==> src/logic/tws_pkg.sv <==
// What this block does and what software must do
// terminal count bit is read-only; writes to it are discarded
// terminal count survives a control read while freeze is asserted
// freeze enable set: timer 0 stops during freeze
// freeze enable clear: only watchdog stops, timer 0 runs
// timer 0 freeze enable is cleared at reset
// write-only 8-bit watchdog reload, loaded on every service
// watchdog idle after reset, starts on first reload write
// every later reload write restarts the count with the new value
// watchdog reload resets to 0Fh
// keyed mode: writing 5Ch to service key reloads from reload register
// keyed mode: any other key value raises watchdog error
// two service-key writes in one watchdog clock raise error
// keyed mode off: service-key writes ignored completely
// timer 0 output rate is input rate over preset plus one
// prescaled input is slow clock divided by 1,2,4,8,16 or 32
// watchdog clock is prescaled input or timer 0 output
// reload value sets max watchdog clocks between services
// software restarts timer 0 via restart bit after loading preset
// software sets config bits 0,1,2,3,5 for best protection
// software services once per period, never twice per watchdog clock
// select 0 uses timer 0 output, 1 uses prescaled input
// timer 0 counts down, reloads preset on underflow, preset resets FFFFh
// restart bit reloads on next input tick, cleared on that tick
// config lock bits block writes to their registers
// watchdog decrements per selected clock, errors on expiry
// terminal count set at zero, cleared by control read outside freeze
// interrupt enable gives an interrupt each time timer 0 hits zero
// last touch delay flag set while a write is still transferring
package tws_pkg;
    localparam logic [2:0] ADDR_CONFIG = 3'h0;
    localparam logic [2:0] ADDR_PRESCALER = 3'h1;
    localparam logic [2:0] ADDR_T0_RELOAD = 3'h2;
    localparam logic [2:0] ADDR_T0_CTRL = 3'h3;
    localparam logic [2:0] ADDR_WD_RELOAD = 3'h4;
    localparam logic [2:0] ADDR_WD_KEY = 3'h5;

    localparam int CFG_LOCK_CFG = 0;
    localparam int CFG_LOCK_PRESCALER = 1;
    localparam int CFG_LOCK_T0 = 2;
    localparam int CFG_LOCK_WD_RELOAD = 3;
    localparam int CFG_WD_CLK_SEL = 4;
    localparam int CFG_KEYED_EN = 5;
    localparam logic [5:0] CFG_RESET = 6'h00;

    localparam int CTL_RESTART = 0;
    localparam int CTL_TC = 1;
    localparam int CTL_IRQ_EN = 2;
    localparam int CTL_LTD = 3;
    localparam int CTL_FRZ_EN = 4;

    localparam logic [2:0] MDIV_RESET = 3'h0;
    localparam logic [2:0] MDIV_MAX = 3'h5;
    localparam logic [15:0] T0_PRESET_RESET = 16'hffff;
    localparam logic [7:0] WD_RELOAD_RESET = 8'h0f;
    localparam logic [7:0] WD_SERVICE_KEY = 8'h5c;

    // divisor 2**mdiv as a mask of prescaler bits; reserved codes act as /32
    function automatic logic [4:0] div_mask(input logic [2:0] mdiv);
        logic [2:0] m;
        m = (mdiv > MDIV_MAX) ? MDIV_MAX : mdiv;
        div_mask = 5'((6'h01 << m) - 6'h01);
    endfunction
endpackage

==> src/logic/tws_tick_if.sv <==
interface tws_tick_if;
    logic slow_tick;
    logic [2:0] mdiv;
    logic prescaled_slow_clock_tick;
    logic [15:0] preset;
    logic restart_req;
    logic restart_done;
    logic hold;
    logic timer_zero_output_clock_tick;

    modport prescaler (
        input slow_tick,
        input mdiv,
        output prescaled_slow_clock_tick
    );
    modport timer (
        input prescaled_slow_clock_tick,
        input preset,
        input restart_req,
        input hold,
        output restart_done,
        output timer_zero_output_clock_tick
    );
endinterface

==> src/logic/tws_prescaler.sv <==
module tws_prescaler (
    input wire logic clk_in,
    input wire logic rst_in,
    tws_tick_if.prescaler tick_if
);
    logic [4:0] div_cnt_reg;
    logic [4:0] mask;

    assign mask = tws_pkg::div_mask(tick_if.mdiv);

    always_ff @(posedge clk_in) begin
        if (rst_in) begin
            div_cnt_reg <= 5'h00;
        end else if (tick_if.slow_tick) begin
            div_cnt_reg <= div_cnt_reg + 5'h01;
        end
    end

    // one tick each 2**mdiv slow clocks
    assign tick_if.prescaled_slow_clock_tick = tick_if.slow_tick && ((div_cnt_reg & mask) == mask);
endmodule

==> src/logic/tws_timer0.sv <==
module tws_timer0 (
    input wire logic clk_in,
    input wire logic rst_in,
    tws_tick_if.timer tick_if
);
    logic [15:0] count_reg;
    logic step;

    assign step = tick_if.prescaled_slow_clock_tick && !tick_if.hold;
    assign tick_if.restart_done = step && tick_if.restart_req;
    // underflow gives preset+1 input ticks per output tick
    assign tick_if.timer_zero_output_clock_tick = step && !tick_if.restart_req && (count_reg == 16'h0000);

    always_ff @(posedge clk_in) begin
        if (rst_in) begin
            count_reg <= tws_pkg::T0_PRESET_RESET;
        end else if (step) begin
            if (tick_if.restart_req || count_reg == 16'h0000) begin
                count_reg <= tick_if.preset;
            end else begin
                count_reg <= count_reg - 16'h0001;
            end
        end
    end
endmodule

==> src/logic/tws_watchdog.sv <==
// The plain strobed port and the register addresses are this design's own decisions.
module tws_watchdog (
    input wire logic clk_in,
    input wire logic rst_in,
    input wire logic slow_clk_in,
    input wire logic freeze_in,
    input wire logic [2:0] addr_in,
    input wire logic [15:0] wdata_in,
    input wire logic wr_in,
    input wire logic rd_in,
    output logic [15:0] rdata_out,
    output logic t0_irq_out,
    output logic t0_out_tick_out,
    output logic wd_error_out,
    output logic wd_active_out
);
    tws_tick_if tick_if ();

    // pin synchronisers
    logic slow_meta_reg;
    logic slow_sync_reg;
    logic slow_prev_reg;
    logic frz_meta_reg;
    logic frz_sync_reg;

    // software-visible state
    logic [5:0] config_reg;
    logic [2:0] mdiv_reg;
    logic [15:0] t0_preset_reg;
    logic restart_reg;
    logic tc_reg;
    logic irq_en_reg;
    logic frz_en_reg;
    logic [7:0] wd_reload_reg;

    // watchdog, timer 0 output and read data state
    logic wd_active_reg;
    logic [7:0] wd_count_reg;
    logic wd_error_reg;
    logic serviced_reg;
    logic ltd_reg;
    logic irq_reg;
    logic tout_reg;
    logic [15:0] rdata_reg;

    logic wr_cfg;
    logic wr_pre;
    logic wr_t0;
    logic wr_ctl;
    logic wr_wdr;
    logic wr_key;
    logic rd_ctl;
    logic keyed;
    logic key_good;
    logic service;
    logic key_error;
    logic wd_tick;
    logic wd_step;

    // slow clock must run at most a quarter of clk_in for the edge detect
    always_ff @(posedge clk_in) begin
        if (rst_in) begin
            slow_meta_reg <= 1'b0;
            slow_sync_reg <= 1'b0;
            slow_prev_reg <= 1'b0;
            frz_meta_reg <= 1'b0;
            frz_sync_reg <= 1'b0;
        end else begin
            slow_meta_reg <= slow_clk_in;
            slow_sync_reg <= slow_meta_reg;
            slow_prev_reg <= slow_sync_reg;
            frz_meta_reg <= freeze_in;
            frz_sync_reg <= frz_meta_reg;
        end
    end

    assign tick_if.slow_tick = slow_sync_reg && !slow_prev_reg;
    assign tick_if.mdiv = mdiv_reg;
    assign tick_if.preset = t0_preset_reg;
    assign tick_if.restart_req = restart_reg;
    assign tick_if.hold = frz_sync_reg && frz_en_reg;

    tws_prescaler u_prescaler (
        .clk_in(clk_in),
        .rst_in(rst_in),
        .tick_if(tick_if)
    );

    tws_timer0 u_timer0 (
        .clk_in(clk_in),
        .rst_in(rst_in),
        .tick_if(tick_if)
    );

    // register decode with lock gating
    assign keyed = config_reg[tws_pkg::CFG_KEYED_EN];
    assign wr_cfg = wr_in && addr_in == tws_pkg::ADDR_CONFIG
        && !config_reg[tws_pkg::CFG_LOCK_CFG];
    assign wr_pre = wr_in && addr_in == tws_pkg::ADDR_PRESCALER
        && !config_reg[tws_pkg::CFG_LOCK_PRESCALER];
    assign wr_t0 = wr_in && addr_in == tws_pkg::ADDR_T0_RELOAD
        && !config_reg[tws_pkg::CFG_LOCK_T0];
    assign wr_ctl = wr_in && addr_in == tws_pkg::ADDR_T0_CTRL
        && !config_reg[tws_pkg::CFG_LOCK_T0];
    assign wr_wdr = wr_in && addr_in == tws_pkg::ADDR_WD_RELOAD
        && !config_reg[tws_pkg::CFG_LOCK_WD_RELOAD];
    assign wr_key = wr_in && addr_in == tws_pkg::ADDR_WD_KEY && keyed;
    assign rd_ctl = rd_in && addr_in == tws_pkg::ADDR_T0_CTRL;

    assign key_good = wdata_in[7:0] == tws_pkg::WD_SERVICE_KEY;
    // a key write in a watchdog clock already serviced is an error too
    assign key_error = wr_key && (!key_good || serviced_reg);
    assign service = wr_wdr || (wr_key && key_good && !serviced_reg);

    // watchdog clock source
    assign wd_tick = config_reg[tws_pkg::CFG_WD_CLK_SEL] ? tick_if.prescaled_slow_clock_tick
        : tick_if.timer_zero_output_clock_tick;
    assign wd_step = wd_tick && !frz_sync_reg;

    always_ff @(posedge clk_in) begin
        if (rst_in) begin
            config_reg <= tws_pkg::CFG_RESET;
        end else if (wr_cfg) begin
            config_reg <= wdata_in[5:0];
        end
    end

    always_ff @(posedge clk_in) begin
        if (rst_in) begin
            mdiv_reg <= tws_pkg::MDIV_RESET;
        end else if (wr_pre) begin
            mdiv_reg <= wdata_in[2:0];
        end
    end

    always_ff @(posedge clk_in) begin
        if (rst_in) begin
            t0_preset_reg <= tws_pkg::T0_PRESET_RESET;
        end else if (wr_t0) begin
            t0_preset_reg <= wdata_in;
        end
    end

    // control bits; terminal count is not taken from the write data
    always_ff @(posedge clk_in) begin
        if (rst_in) begin
            irq_en_reg <= 1'b0;
            frz_en_reg <= 1'b0;
        end else if (wr_ctl) begin
            irq_en_reg <= wdata_in[tws_pkg::CTL_IRQ_EN];
            frz_en_reg <= wdata_in[tws_pkg::CTL_FRZ_EN];
        end
    end

    // restart: write 1 sets, hardware clears on the reloading tick
    always_ff @(posedge clk_in) begin
        if (rst_in) begin
            restart_reg <= 1'b0;
        end else if (wr_ctl && wdata_in[tws_pkg::CTL_RESTART]) begin
            restart_reg <= 1'b1;
        end else if (tick_if.restart_done) begin
            restart_reg <= 1'b0;
        end
    end

    // terminal count: set wins over the read clear
    always_ff @(posedge clk_in) begin
        if (rst_in) begin
            tc_reg <= 1'b0;
        end else if (tick_if.timer_zero_output_clock_tick) begin
            tc_reg <= 1'b1;
        end else if (rd_ctl && !frz_sync_reg) begin
            tc_reg <= 1'b0;
        end
    end

    always_ff @(posedge clk_in) begin
        if (rst_in) begin
            irq_reg <= 1'b0;
            tout_reg <= 1'b0;
        end else begin
            irq_reg <= tick_if.timer_zero_output_clock_tick && irq_en_reg;
            tout_reg <= tick_if.timer_zero_output_clock_tick;
        end
    end

    always_ff @(posedge clk_in) begin
        if (rst_in) begin
            wd_reload_reg <= tws_pkg::WD_RELOAD_RESET;
        end else if (wr_wdr) begin
            wd_reload_reg <= wdata_in[7:0];
        end
    end

    always_ff @(posedge clk_in) begin
        if (rst_in) begin
            wd_active_reg <= 1'b0;
        end else if (wr_wdr) begin
            wd_active_reg <= 1'b1;
        end
    end

    // counter takes the freshly written value on a reload write
    always_ff @(posedge clk_in) begin
        if (rst_in) begin
            wd_count_reg <= tws_pkg::WD_RELOAD_RESET;
        end else if (wr_wdr) begin
            wd_count_reg <= wdata_in[7:0];
        end else if (service) begin
            wd_count_reg <= wd_reload_reg;
        end else if (wd_active_reg && wd_step && wd_count_reg != 8'h00) begin
            wd_count_reg <= wd_count_reg - 8'h01;
        end
    end

    // one service per watchdog clock; a new tick reopens the window
    always_ff @(posedge clk_in) begin
        if (rst_in) begin
            serviced_reg <= 1'b0;
        end else if (wr_key || wr_wdr) begin
            serviced_reg <= 1'b1;
        end else if (wd_tick) begin
            serviced_reg <= 1'b0;
        end
    end

    // error holds until reset; it is meant to reset the chip
    always_ff @(posedge clk_in) begin
        if (rst_in) begin
            wd_error_reg <= 1'b0;
        end else if (key_error) begin
            wd_error_reg <= 1'b1;
        end else if (wd_active_reg && wd_step && wd_count_reg == 8'h00 && !service) begin
            wd_error_reg <= 1'b1;
        end
    end

    // write is handed to the watchdog clock on its next tick
    always_ff @(posedge clk_in) begin
        if (rst_in) begin
            ltd_reg <= 1'b0;
        end else if (wr_wdr || wr_key) begin
            ltd_reg <= 1'b1;
        end else if (wd_tick) begin
            ltd_reg <= 1'b0;
        end
    end

    always_ff @(posedge clk_in) begin
        if (rst_in) begin
            rdata_reg <= 16'h0000;
        end else if (rd_in) begin
            case (addr_in)
                tws_pkg::ADDR_CONFIG: rdata_reg <= {10'h000, config_reg};
                tws_pkg::ADDR_PRESCALER: rdata_reg <= {13'h0000, mdiv_reg};
                tws_pkg::ADDR_T0_RELOAD: rdata_reg <= t0_preset_reg;
                tws_pkg::ADDR_T0_CTRL: rdata_reg <= {11'h000, frz_en_reg, ltd_reg,
                    irq_en_reg, tc_reg, restart_reg};
                default: rdata_reg <= 16'h0000;
            endcase
        end else begin
            rdata_reg <= 16'h0000;
        end
    end

    assign rdata_out = rdata_reg;
    assign t0_irq_out = irq_reg;
    assign t0_out_tick_out = tout_reg;
    assign wd_error_out = wd_error_reg;
    assign wd_active_out = wd_active_reg;
endmodule
==> config.mk <==
export PLATFORM = sky130hd
export DESIGN_NAME = tws_watchdog
export DESIGN_NICKNAME = d
export VERILOG_FILES = /design/src/logic/tws_pkg.sv /design/src/logic/tws_tick_if.sv /design/src/logic/tws_prescaler.sv /design/src/logic/tws_timer0.sv /design/src/logic/tws_watchdog.sv
export SDC_FILE = /design/constraint.sdc
export NUM_CORES = 1
export LEC_CHECK = 0
export BUFFER_PORTS_ARGS = -buffer_cell sky130_fd_sc_hd__buf_4
export CAP_MARGIN = 20
export CORE_MARGIN = 4
export CORE_UTILIZATION = 40
export CTS_CLUSTER_DIAMETER = 80
export DETAILED_ROUTE_END_ITERATION = 16
export SLEW_MARGIN = 15
export SYNTH_ARGS = -nofsm -noshare
export SYNTH_HDL_FRONTEND = slang
export SYNTH_SLANG_ARGS = --single-unit
==> constraint.sdc <==
create_clock -name clk_in -period 2.8 [get_ports clk_in]
set_clock_uncertainty 0.15 [all_clocks]
set_input_delay 0.28 -clock clk_in [delete_from_list [all_inputs] [get_ports clk_in]]
set_output_delay 0.28 -clock clk_in [all_outputs]
set_load 0.01 [all_outputs]
==> summary.txt, run 1 <==
Logic synthesis
  • Post-Syn Area per Cell: 9.00 um^2
  • Synth area leader: dfxtp_1
  • Synth area leaders: dfxtp_1 (43%), mux2i_1 (7.3%), nand2_1 (5.0%)
  • Synth Warn #: 0
  • Post-synth ARST share: 0
  • Most frequent cell after synthesis: dfxtp_1
  • Area share of the largest cell type after synthesis: 0.431
  • Synthesized instance count: 475
  • Seq cells post-synth: 92
  • Most common library cells after synthesis: dfxtp_1 (92), nand2_1 (57), nor2_1 (49), mux2i_1 (31), a21oi_1 (24)
  • Post-synth EDFFs: 0
  • Distinct cell type count after synthesis: 67
  • Post-synthesis simple-gate area fraction: 0.261
  • Post-synthesis xor/xnor area fraction: 0.0164
  • Largest family of logic cells by synthesized area: simple AND/OR/NAND/NOR gates
  • Compound-gate portion of the synthesized area: 0.141
  • Mux share of post-synthesis cell area: 0.0937
  • Synth Area in Adders: 0.0146
  • Syn nets: 505
  • Seq/Total Area, Yosys: 0.431
  • Post-synthesis cell area: 0.00427 mm^2
  • Synth Flop Type: dfxtp_1

Clocking
  • Clk_lat worst skew: 360 ps
  • Total CTS buffers: 9
  • Clock Pin Slew Worst Setup and Hold Paths: 90 ps
  • TritonCTS Sinks: 92
  • Clk root buf: clkbuf_8
  • H-tree depth: 3
  • Clk buf depth: 2
  • CTS tree: done

Worst setup path
  • R2R depth: 7
  • Critical path's top delay family: compound AO/OA/AOI/OAI gates
  • Cell count along the critical path: 7
  • Slowest CP cell: a41o_1
  • Critical Path RT: 2900 ps
  • WP buf/inv: 1
  • Crit path launch type: flip-flop
  • CP Class: flip-flop to flip-flop
  • Crit end category: flip-flop
  • CP Data Arrival Time: 2480 ps
  • Max incr delay on CP: 640 ps
  • Critical path cell sequence: inv_1 > ha_1 > nor4b_2 > a41o_1 > a21oi_2 > o21a_1 > or3_1
  • Peak fanout along the critical path: 18

Placement
  • Area after DPL: 0.00474 mm^2
  • DP Worst Slack: 424 ps
  • Final HPWL DP: 7.10 mm
  • GPL Wtd Cong: 0.775
  • # port buffers: 44

Floorplan
  • Die width: 111 um
  • Starting Density: 0.412
  • Die Y: 111 um
  • CORE AREA: 0.0104 mm^2
  • Row count: 37
  • Ports: 45
  • DIE AREA: 0.0124 mm^2

GRT
  • Pin count of the biggest net entering global routing: 47
  • Vias in the first global route: 3475
  • Initial antenna violation count: 0
  • First-pass GRT wire length: 17.2 mm
  • Gr ovfl total: 0
  • All-Layer GR Usage: 0.167

Route
  • DRC: 0
  • Routed wire per std cell: 15.5 um
  • Vias: 3599
  • DRT Wirelength: 10.3 mm
  • Vias/cell: 5.41
  • Antenna Nets Post-Route: 0
  • DR iter-0 viols: 181
  • First-pass DRT Iterations: 4

Timing
  • Hold Fails Final Rpt: 0
  • Fin crit share: 0.850
  • Worst Tran Pin Value: 608 ps
  • Post-route setup slack: 419 ps
  • Slew Limit Fails: 0
  • Post-route setup TNS: 0 ps
  • Min Hold Slack: 32.0 ps
  • Setup Viol. Count Final: 0
  • Fmax: 420 MHz
  • Final worst path period need: 2380 ps
  • RSZ-0062 raised after global routing: false
  • Slew Limit Headroom: 0.593

Power
  • Peak supply drop: 0.000361 V
  • Power density over the cells: 501 mW/mm^2
  • Leak: 2.00 nW

Final layout
  • Layout cells sized above 1: 0.181
  • Final Util: 0.489
  • Nets: 555
  • Fill count: 1021
  • Final Cell Area: 0.00507 mm^2
  • P&R area growth vs syn: 18.6%
  • Ant diodes: 0
  • FF/Latch Area: 0.00184 mm^2
  • Multi-input gate area: 0.00226 mm^2

Outcome
  • Outcome: finished, final reports clean

Hold path
  • Min-Delay Path Class: input pin to flip-flop
  • Worst Hold Depth: 3

Job
  • Maxcap violations: 0
## layer usage
metal | global-route usage | share of wire
met5 | 0 | 0
met4 | 0.0543 | 0.018
met3 | 0.0315 | 0.037
met2 | 0.281 | 0.49
met1 | 0.215 | 0.46
## layout make-up
class                   count  area share
clock buffers               9      0.0244
clock inverters             6      0.0188
inverters                   8     0.00592
multi-input cells         346       0.446
flip-flops and latches     92       0.363
well taps                 136      0.0336
repair buffers             68       0.108
## kinds of logic (layout without fill, tap and decap cells)
| kind of cell | Yosys count | after routing |
|---|---|---|
| simple gates | 207 | 207 |
| flops | 92 | 92 |
| compound gates | 90 | 90 |
| xor+xnor | 8 | 8 |
| buf+inv | 37 | 91 |
| fa+ha+maj | 5 | 5 |
| mux | 36 | 36 |
## through the flow
| stage | total power, mW | instances |
|---|---|---|
| 3_5_place_dp | 1.56 | 640 |
| 6_report | 2.54 | 665 |
| 2_1_floorplan | 1.48 | 475 |
| 4_1_cts | 2.57 | 665 |
| 5_1_grt | 2.64 | 665 |
| 3_3_place_gp | 1.56 | 640 |
## report_power, final
group,switching [mW],internal [mW]
logic,0.106,0.0893
registers,0.0172,1.33
clock network,0.488,0.509
total,0.611,1.93
## final timing paths
| check | from | to | slack (ps) |
|---|---|---|---|
| worst max-delay path | u_timer0.count_reg[0] | u_timer0.count_reg[7] | 420 |
| worst min-delay path | wdata_in[6] | t0_preset_reg[6] | 30 |
| worst max register to register | u_timer0.count_reg[0] | u_timer0.count_reg[7] | 420 |
| worst min register to register | wd_reload_reg[1] | wd_reload_reg[1] | 290 |
## placed cells by master, fill, tap and decap left out, types with 3 or more instances in the layout
cell / instances
inv_6: 3
nor3_2: 3
o21ai_0: 16
a21oi_1: 24
and2_1: 15
nor4_1: 3
ha_1: 5
nand2_1: 57
nand4_1: 7
nand3b_1: 4
nand2b_1: 4
xor2_1: 6
o21ai_1: 7
mux4_2: 3
o211ai_1: 7
clkbuf_8: 9
nor2_1: 49
mux2i_1: 31
nor2b_1: 12
nand3_1: 15
nor3_1: 10
dfxtp_1: 92
dlygate4sd3_1: 10
buf_4: 57
inv_1: 8
a31oi_1: 8
or3_1: 3
a221o_1: 3
nor3b_1: 3
## worst reg2reg max path: cells and delay by family, from the launching register on
kind	cells	cell delay (ps)
flops	1	330
buf+inv	1	120
simple gates	2	680
compound gates	3	870
fa+ha+maj	1	150
## repair_timing
item | CTS | global route
resized for setup | 0 | 0
buffers inserted | 0 | 0
endpoints found under the hold margin | 10 | 0
hold buffers | 10 | 0
Note: power is estimated with default switching activity, not from simulation.
==> run 2, diff against run 1 <==
Settings changed: CORE_MARGIN 4 to 2, CTS_BUF_LIST set to sky130_fd_sc_hd__clkbuf_8.
==> run 2 against run 1 <==
  * Sequential cell count is the same
  * Wire length decreased by 0.93%
  * Combinational power about the same
  * Die area down 7.1%
  * First-iteration DRC count decreased by 11%
  * Worst setup slack got worse by 4.5 ps
  * Cell count did not move
  * Clock-buffer cell count unchanged
  * Largest power group unchanged
  * Highest routed layer unchanged
==> summary.txt, run 2 (synthesized netlist as in run 1, its figures left out) <==
Placement
  • GPL Wtd Cong: 0.841
  • Area after DPL: 0.00471 mm^2
  • # port buffers: 44
  • Cells after DPL: 637
  • Final HPWL DP: 7.04 mm

Worst setup path
  • R2r startpoint: u_timer0.count_reg[0]
  • CP Class: flip-flop to flip-flop
  • R2R depth: 7
  • R2R Path End: u_timer0.count_reg[7]
  • Crit path launch type: flip-flop
  • CP Data Arrival Time: 2490 ps
  • Peak fanout along the critical path: 18
  • Worst reg-to-reg setup slack: 410 ps
  • Crit end category: flip-flop
  • Max incr delay on CP: 640 ps
  • Critical path cell sequence: inv_1 > ha_1 > nor4b_2 > a41o_1 > a21oi_2 > o21a_1 > or3_1
  • Slowest CP cell: a41o_1
  • Critical Path RT: 2900 ps

GRT
  • All-Layer GR Usage: 0.188
  • Gr ovfl total: 0
  • Vias in the first global route: 3403
  • Initial antenna violation count: 0
  • First-pass GRT wire length: 17.0 mm
  • Pin count of the biggest net entering global routing: 47

Clocking
  • TritonCTS Sinks: 92
  • Clk root buf: clkbuf_8
  • H-tree depth: 3
  • Total CTS buffers: 9
  • Clk buf depth: 2
  • Post-cts sizing count: 0
  • CTS tree: done
  • Clk_lat worst skew: 360 ps
  • Clock Pin Slew Worst Setup and Hold Paths: 90 ps

Timing
  • Fin crit share: 0.852
  • Fmax: 419 MHz
  • Slew Limit Headroom: 0.434
  • Hold Fails Final Rpt: 0
  • Post-route setup TNS: 0 ps
  • Setup Viol. Count Final: 0
  • Worst Tran Pin Value: 842 ps
  • Slew Limit Fails: 0
  • Final worst path period need: 2390 ps
  • RSZ-0062 raised after global routing: false

Route
  • Vias: 3561
  • First-pass DRT Iterations: 4
  • Routed wire per std cell: 15.4 um
  • DRC: 0
  • DRT Wirelength: 10.2 mm
  • Antenna Nets Post-Route: 0
  • Vias/cell: 5.35
  • DR iter-0 viols: 161

Floorplan
  • Ports: 45
  • Starting Density: 0.412
  • Die width: 107 um
  • Die Y: 107 um
  • CORE AREA: 0.0104 mm^2
  • Row count: 37
  • DIE AREA: 0.0115 mm^2

Final layout
  • Final std cells w/o fill: 665
  • Layout cells sized above 1: 0.178
  • Final Cell Area: 0.00507 mm^2
  • Most frequent cells in the layout: dfxtp_1 (92), nand2_1 (57), buf_4 (55), nor2_1 (49), mux2i_1 (31)
  • P&R area growth vs syn: 18.7%
  • Nets: 554
  • Ant diodes: 0
  • Leading cell type in the layout, fill and taps excluded: dfxtp_1

Power
  • Power density over the cells: 520 mW/mm^2
  • Peak supply drop: 0.000312 V
  • Leak: 2.00 nW

Hold path
  • WHS Endpoint: wd_reload_reg[3]
  • Hold path startpoint: wdata_in[3]
  • Min-Delay Path Class: input pin to flip-flop
  • Worst Hold Depth: 3

Outcome
  • Outcome: finished, final reports clean

Job
  • Maxcap violations: 0
-- run 2: cell count changes in the layout (fill, tap and decap cells not counted), sizes merged --
cell and delta:
inv -2, bufinv +1, dlygate4sd3 +1, clkinv +2
buf -2
-- run 2: area by class of cell --
type / instances / area, um^2
clock buffers: 9 / 124
clock inverters: 7 / 124
fillers: 998 / 5300
inverters: 8 / 30.0
multi-input cells: 346 / 2250
flip-flops and latches: 92 / 1840
well taps: 136 / 170
repair buffers: 67 / 528
-- run 2: worst max-delay path by stage --
stage / to / startpoint
2_1_floorplan: wd_count_reg[5] / u_timer0.count_reg[0]
3_3_place_gp: u_timer0.count_reg[7] / u_timer0.count_reg[0]
3_5_place_dp: u_timer0.count_reg[7] / u_timer0.count_reg[0]
4_1_cts: u_timer0.count_reg[7] / u_timer0.count_reg[0]
5_1_grt: u_timer0.count_reg[14] / u_timer0.count_reg[0]
6_report: u_timer0.count_reg[7] / u_timer0.count_reg[0]
-- run 2: critical path: cells and delay by family, from the launching register on --
family	cells	cell delay, ps
adders and majority gates	1	150
and+or+nand+nor	2	680
AOI/OAI and AO/OA	3	860
buffers and inverters	1	110
DFF	1	340
-- run 2: per-layer routing --
layer | share of wire | track usage | vias to the layer above | wire (um)
met3 | 0.045 | 0.0424 | 7 | 458
met5 | 0 | 0 | - | 0
met1 | 0.46 | 0.244 | 1695 | 4720
met2 | 0.48 | 0.316 | 77 | 4960
met4 | 0.0089 | 0.0467 | 0 | 91
li1 | - | - | 1782 | -
-- run 2: stage by stage --
| stage | hold WS (ps) | utilization | setup WS, ps | power (mW) |
|---|---|---|---|---|
| detailed placement | 273 | 0.454 | 429 | 1.56 |
| finish | 40.2 | 0.489 | 415 | 2.64 |
| floorplan | 254 | - | 775 | 1.48 |
| global route | 36.8 | 0.489 | 149 | 2.75 |
| CTS | 26.5 | 0.489 | 418 | 2.67 |
| global placement | 268 | 0.454 | 480 | 1.56 |
-- run 2: report_power, final --
part	internal, mW	switching [mW]
sequential	1.33	0.0174
combinational	0.0879	0.104
clock	0.601	0.497
-- run 2: timing repair --
action | in CTS | in global routing
buffers inserted | 0 | 0
hold endpoints to repair | 11 | 0
hold buffers | 11 | 0
==> run 3, diff against run 2 <==
Settings changed: BUFFER_PORTS_ARGS -buffer_cell sky130_fd_sc_hd__buf_4 to -buffer_cell sky130_fd_sc_hd__buf_2, MAX_ROUTING_LAYER set to met4.
==> run 3 against run 2 <==
  * Utilization is 1.2 points lower
  * Clock power is 9% lower
  * Clock-buffer cell count unchanged
  * Combinational power down 6%
  * Critical path depth is the same
  * Design area fell by 2.5%
==> summary.txt, run 3 (synthesized netlist as in run 1, its figures left out) <==
Outcome
  • Outcome: finished, final reports clean

GRT
  • First-pass GRT wire length: 17.2 mm
  • All-Layer GR Usage: 0.192
  • Gr ovfl total: 0
  • Pin count of the biggest net entering global routing: 47
  • Vias in the first global route: 3470
  • Initial antenna violation count: 0

Final layout
  • Final Util: 0.477
  • Layout cells sized above 1: 0.179
  • Final Cell Area: 0.00494 mm^2
  • Ant diodes: 0
  • Leading cell type in the layout, fill and taps excluded: dfxtp_1
  • P&R area growth vs syn: 15.7%
  • Most frequent cells in the layout: dfxtp_1 (92), nand2_1 (57), nor2_1 (49), buf_2 (44), mux2i_1 (31)
  • Nets: 555
  • Final std cells w/o fill: 666

Floorplan
  • Die width: 107 um
  • Row count: 37
  • CORE AREA: 0.0104 mm^2
  • Die Y: 107 um
  • Ports: 45
  • DIE AREA: 0.0115 mm^2
  • Starting Density: 0.412

Worst setup path
  • Critical path cell sequence: inv_1 > ha_1 > nor4b_2 > a41o_1 > a21oi_2 > o21a_1 > or3_1
  • Cell count along the critical path: 7
  • CP Class: flip-flop to flip-flop
  • Worst Setup SP: u_timer0.count_reg[0]
  • Crit end category: flip-flop
  • Max incr delay on CP: 610 ps
  • Crit path launch type: flip-flop
  • Critical Path RT: 2900 ps
  • Slowest CP cell: a41o_1
  • Critical path's top delay family: compound AO/OA/AOI/OAI gates
  • WP buf/inv: 1
  • CP Data Arrival Time: 2450 ps
  • Worst reg-to-reg setup slack: 460 ps
  • Peak fanout along the critical path: 18
  • R2R Path End: u_timer0.count_reg[7]
  • R2r startpoint: u_timer0.count_reg[0]
  • R2R depth: 7

Timing
  • Slew Limit Headroom: 0.620
  • Worst Tran Pin Value: 569 ps
  • Slew Limit Fails: 0
  • Fin crit share: 0.837
  • Post-route setup slack: 457 ps
  • Final worst path period need: 2340 ps
  • RSZ-0062 raised after global routing: false
  • Setup Viol. Count Final: 0
  • Post-route setup TNS: 0 ps
  • Min Hold Slack: 53.1 ps
  • Fmax: 427 MHz
  • Hold Fails Final Rpt: 0

Placement
  • # port buffers: 44
  • GPL Wtd Cong: 0.826
  • Final HPWL DP: 7.05 mm
  • Area after DPL: 0.00462 mm^2
  • Cells after DPL: 640
  • DP Worst Slack: 433 ps

Power
  • Power density over the cells: 511 mW/mm^2
  • Pwr Total: 2.53 mW
  • Leak: 1.97 nW
  • Peak supply drop: 0.000265 V

Route
  • DRT Wirelength: 10.1 mm
  • Vias/cell: 5.34
  • Routed wire per std cell: 15.2 um
  • Antenna Nets Post-Route: 0
  • DR iter-0 viols: 199
  • Vias: 3558
  • First-pass DRT Iterations: 4
  • DRC: 0

Clocking
  • Clock Pin Slew Worst Setup and Hold Paths: 100 ps
  • Clk buf depth: 2
  • Total CTS buffers: 9
  • Clk_lat worst skew: 360 ps
  • H-tree depth: 3
  • Number of post-CTS setup repair buffers: 0
  • TritonCTS Sinks: 92
  • Clk root buf: clkbuf_8
  • CTS tree: done

Hold path
  • Min-Delay Path Class: input pin to flip-flop
  • Hold path startpoint: wdata_in[6]
  • WHS Endpoint: wd_reload_reg[6]
  • Worst Hold Depth: 3

Job
  • Maxcap violations: 0
==> run 3: cell count changes in the layout (fill, tap and decap cells not counted), sizes merged <==
cell | before | now
buf | 56 | 58
clkinv | 3 | 1
inv | 9 | 11
bufinv | 3 | 2
clkinvlp | 0 | 1
dlygate4sd3 | 11 | 10
==> run 3: worst register-to-register path: cells and delay by family, from the launching register on <==
family | cells | cell delay, ps
AO/OA/AOI/OAI | 3 | 840
buffers and inverters | 1 | 100
adder cells (fa/ha/maj) | 1 | 150
flip-flops | 1 | 330
AND/OR/NAND/NOR | 2 | 670
==> run 3: worst max-delay path by stage <==
stage                        endpoint  slack [ps]
2_1_floorplan         wd_count_reg[5]         780
3_3_place_gp    u_timer0.count_reg[7]         510
3_5_place_dp   u_timer0.count_reg[15]         430
4_1_cts        u_timer0.count_reg[15]         440
5_1_grt        u_timer0.count_reg[15]         220
6_report        u_timer0.count_reg[7]         460
==> run 3: layer usage <==
layer | vias to the layer above | share of wire | GRT usage
li1 | 1778 | - | -
met1 | 1713 | 0.47 | 0.244
met2 | 61 | 0.48 | 0.315
met3 | 6 | 0.040 | 0.0387
met4 | 0 | 0.0077 | 0.0476
met5 | - | 0 | -
==> run 3: repair_timing <==
item	in CTS	in global routing
hold buffers	10	0
endpoints found under the setup margin	0	0
hold endpoints to repair	10	0
gates resized for setup	0	0
==> run 3: power breakdown <==
group	internal [mW]	switching, mW	leakage, nW
combinational	0.0762	0.104	1.12
clock	0.508	0.490	0.112
sequential	1.33	0.0173	0.746
==> run 3: final cells by class <==
class	count	area (um^2)
multi-input cells	346	2250
clock buffers	9	124
inverters	8	30.0
repair buffers	68	425
flip-flops and latches	92	1840
well taps	136	170
fillers	1037	5430
clock inverters	7	97.6
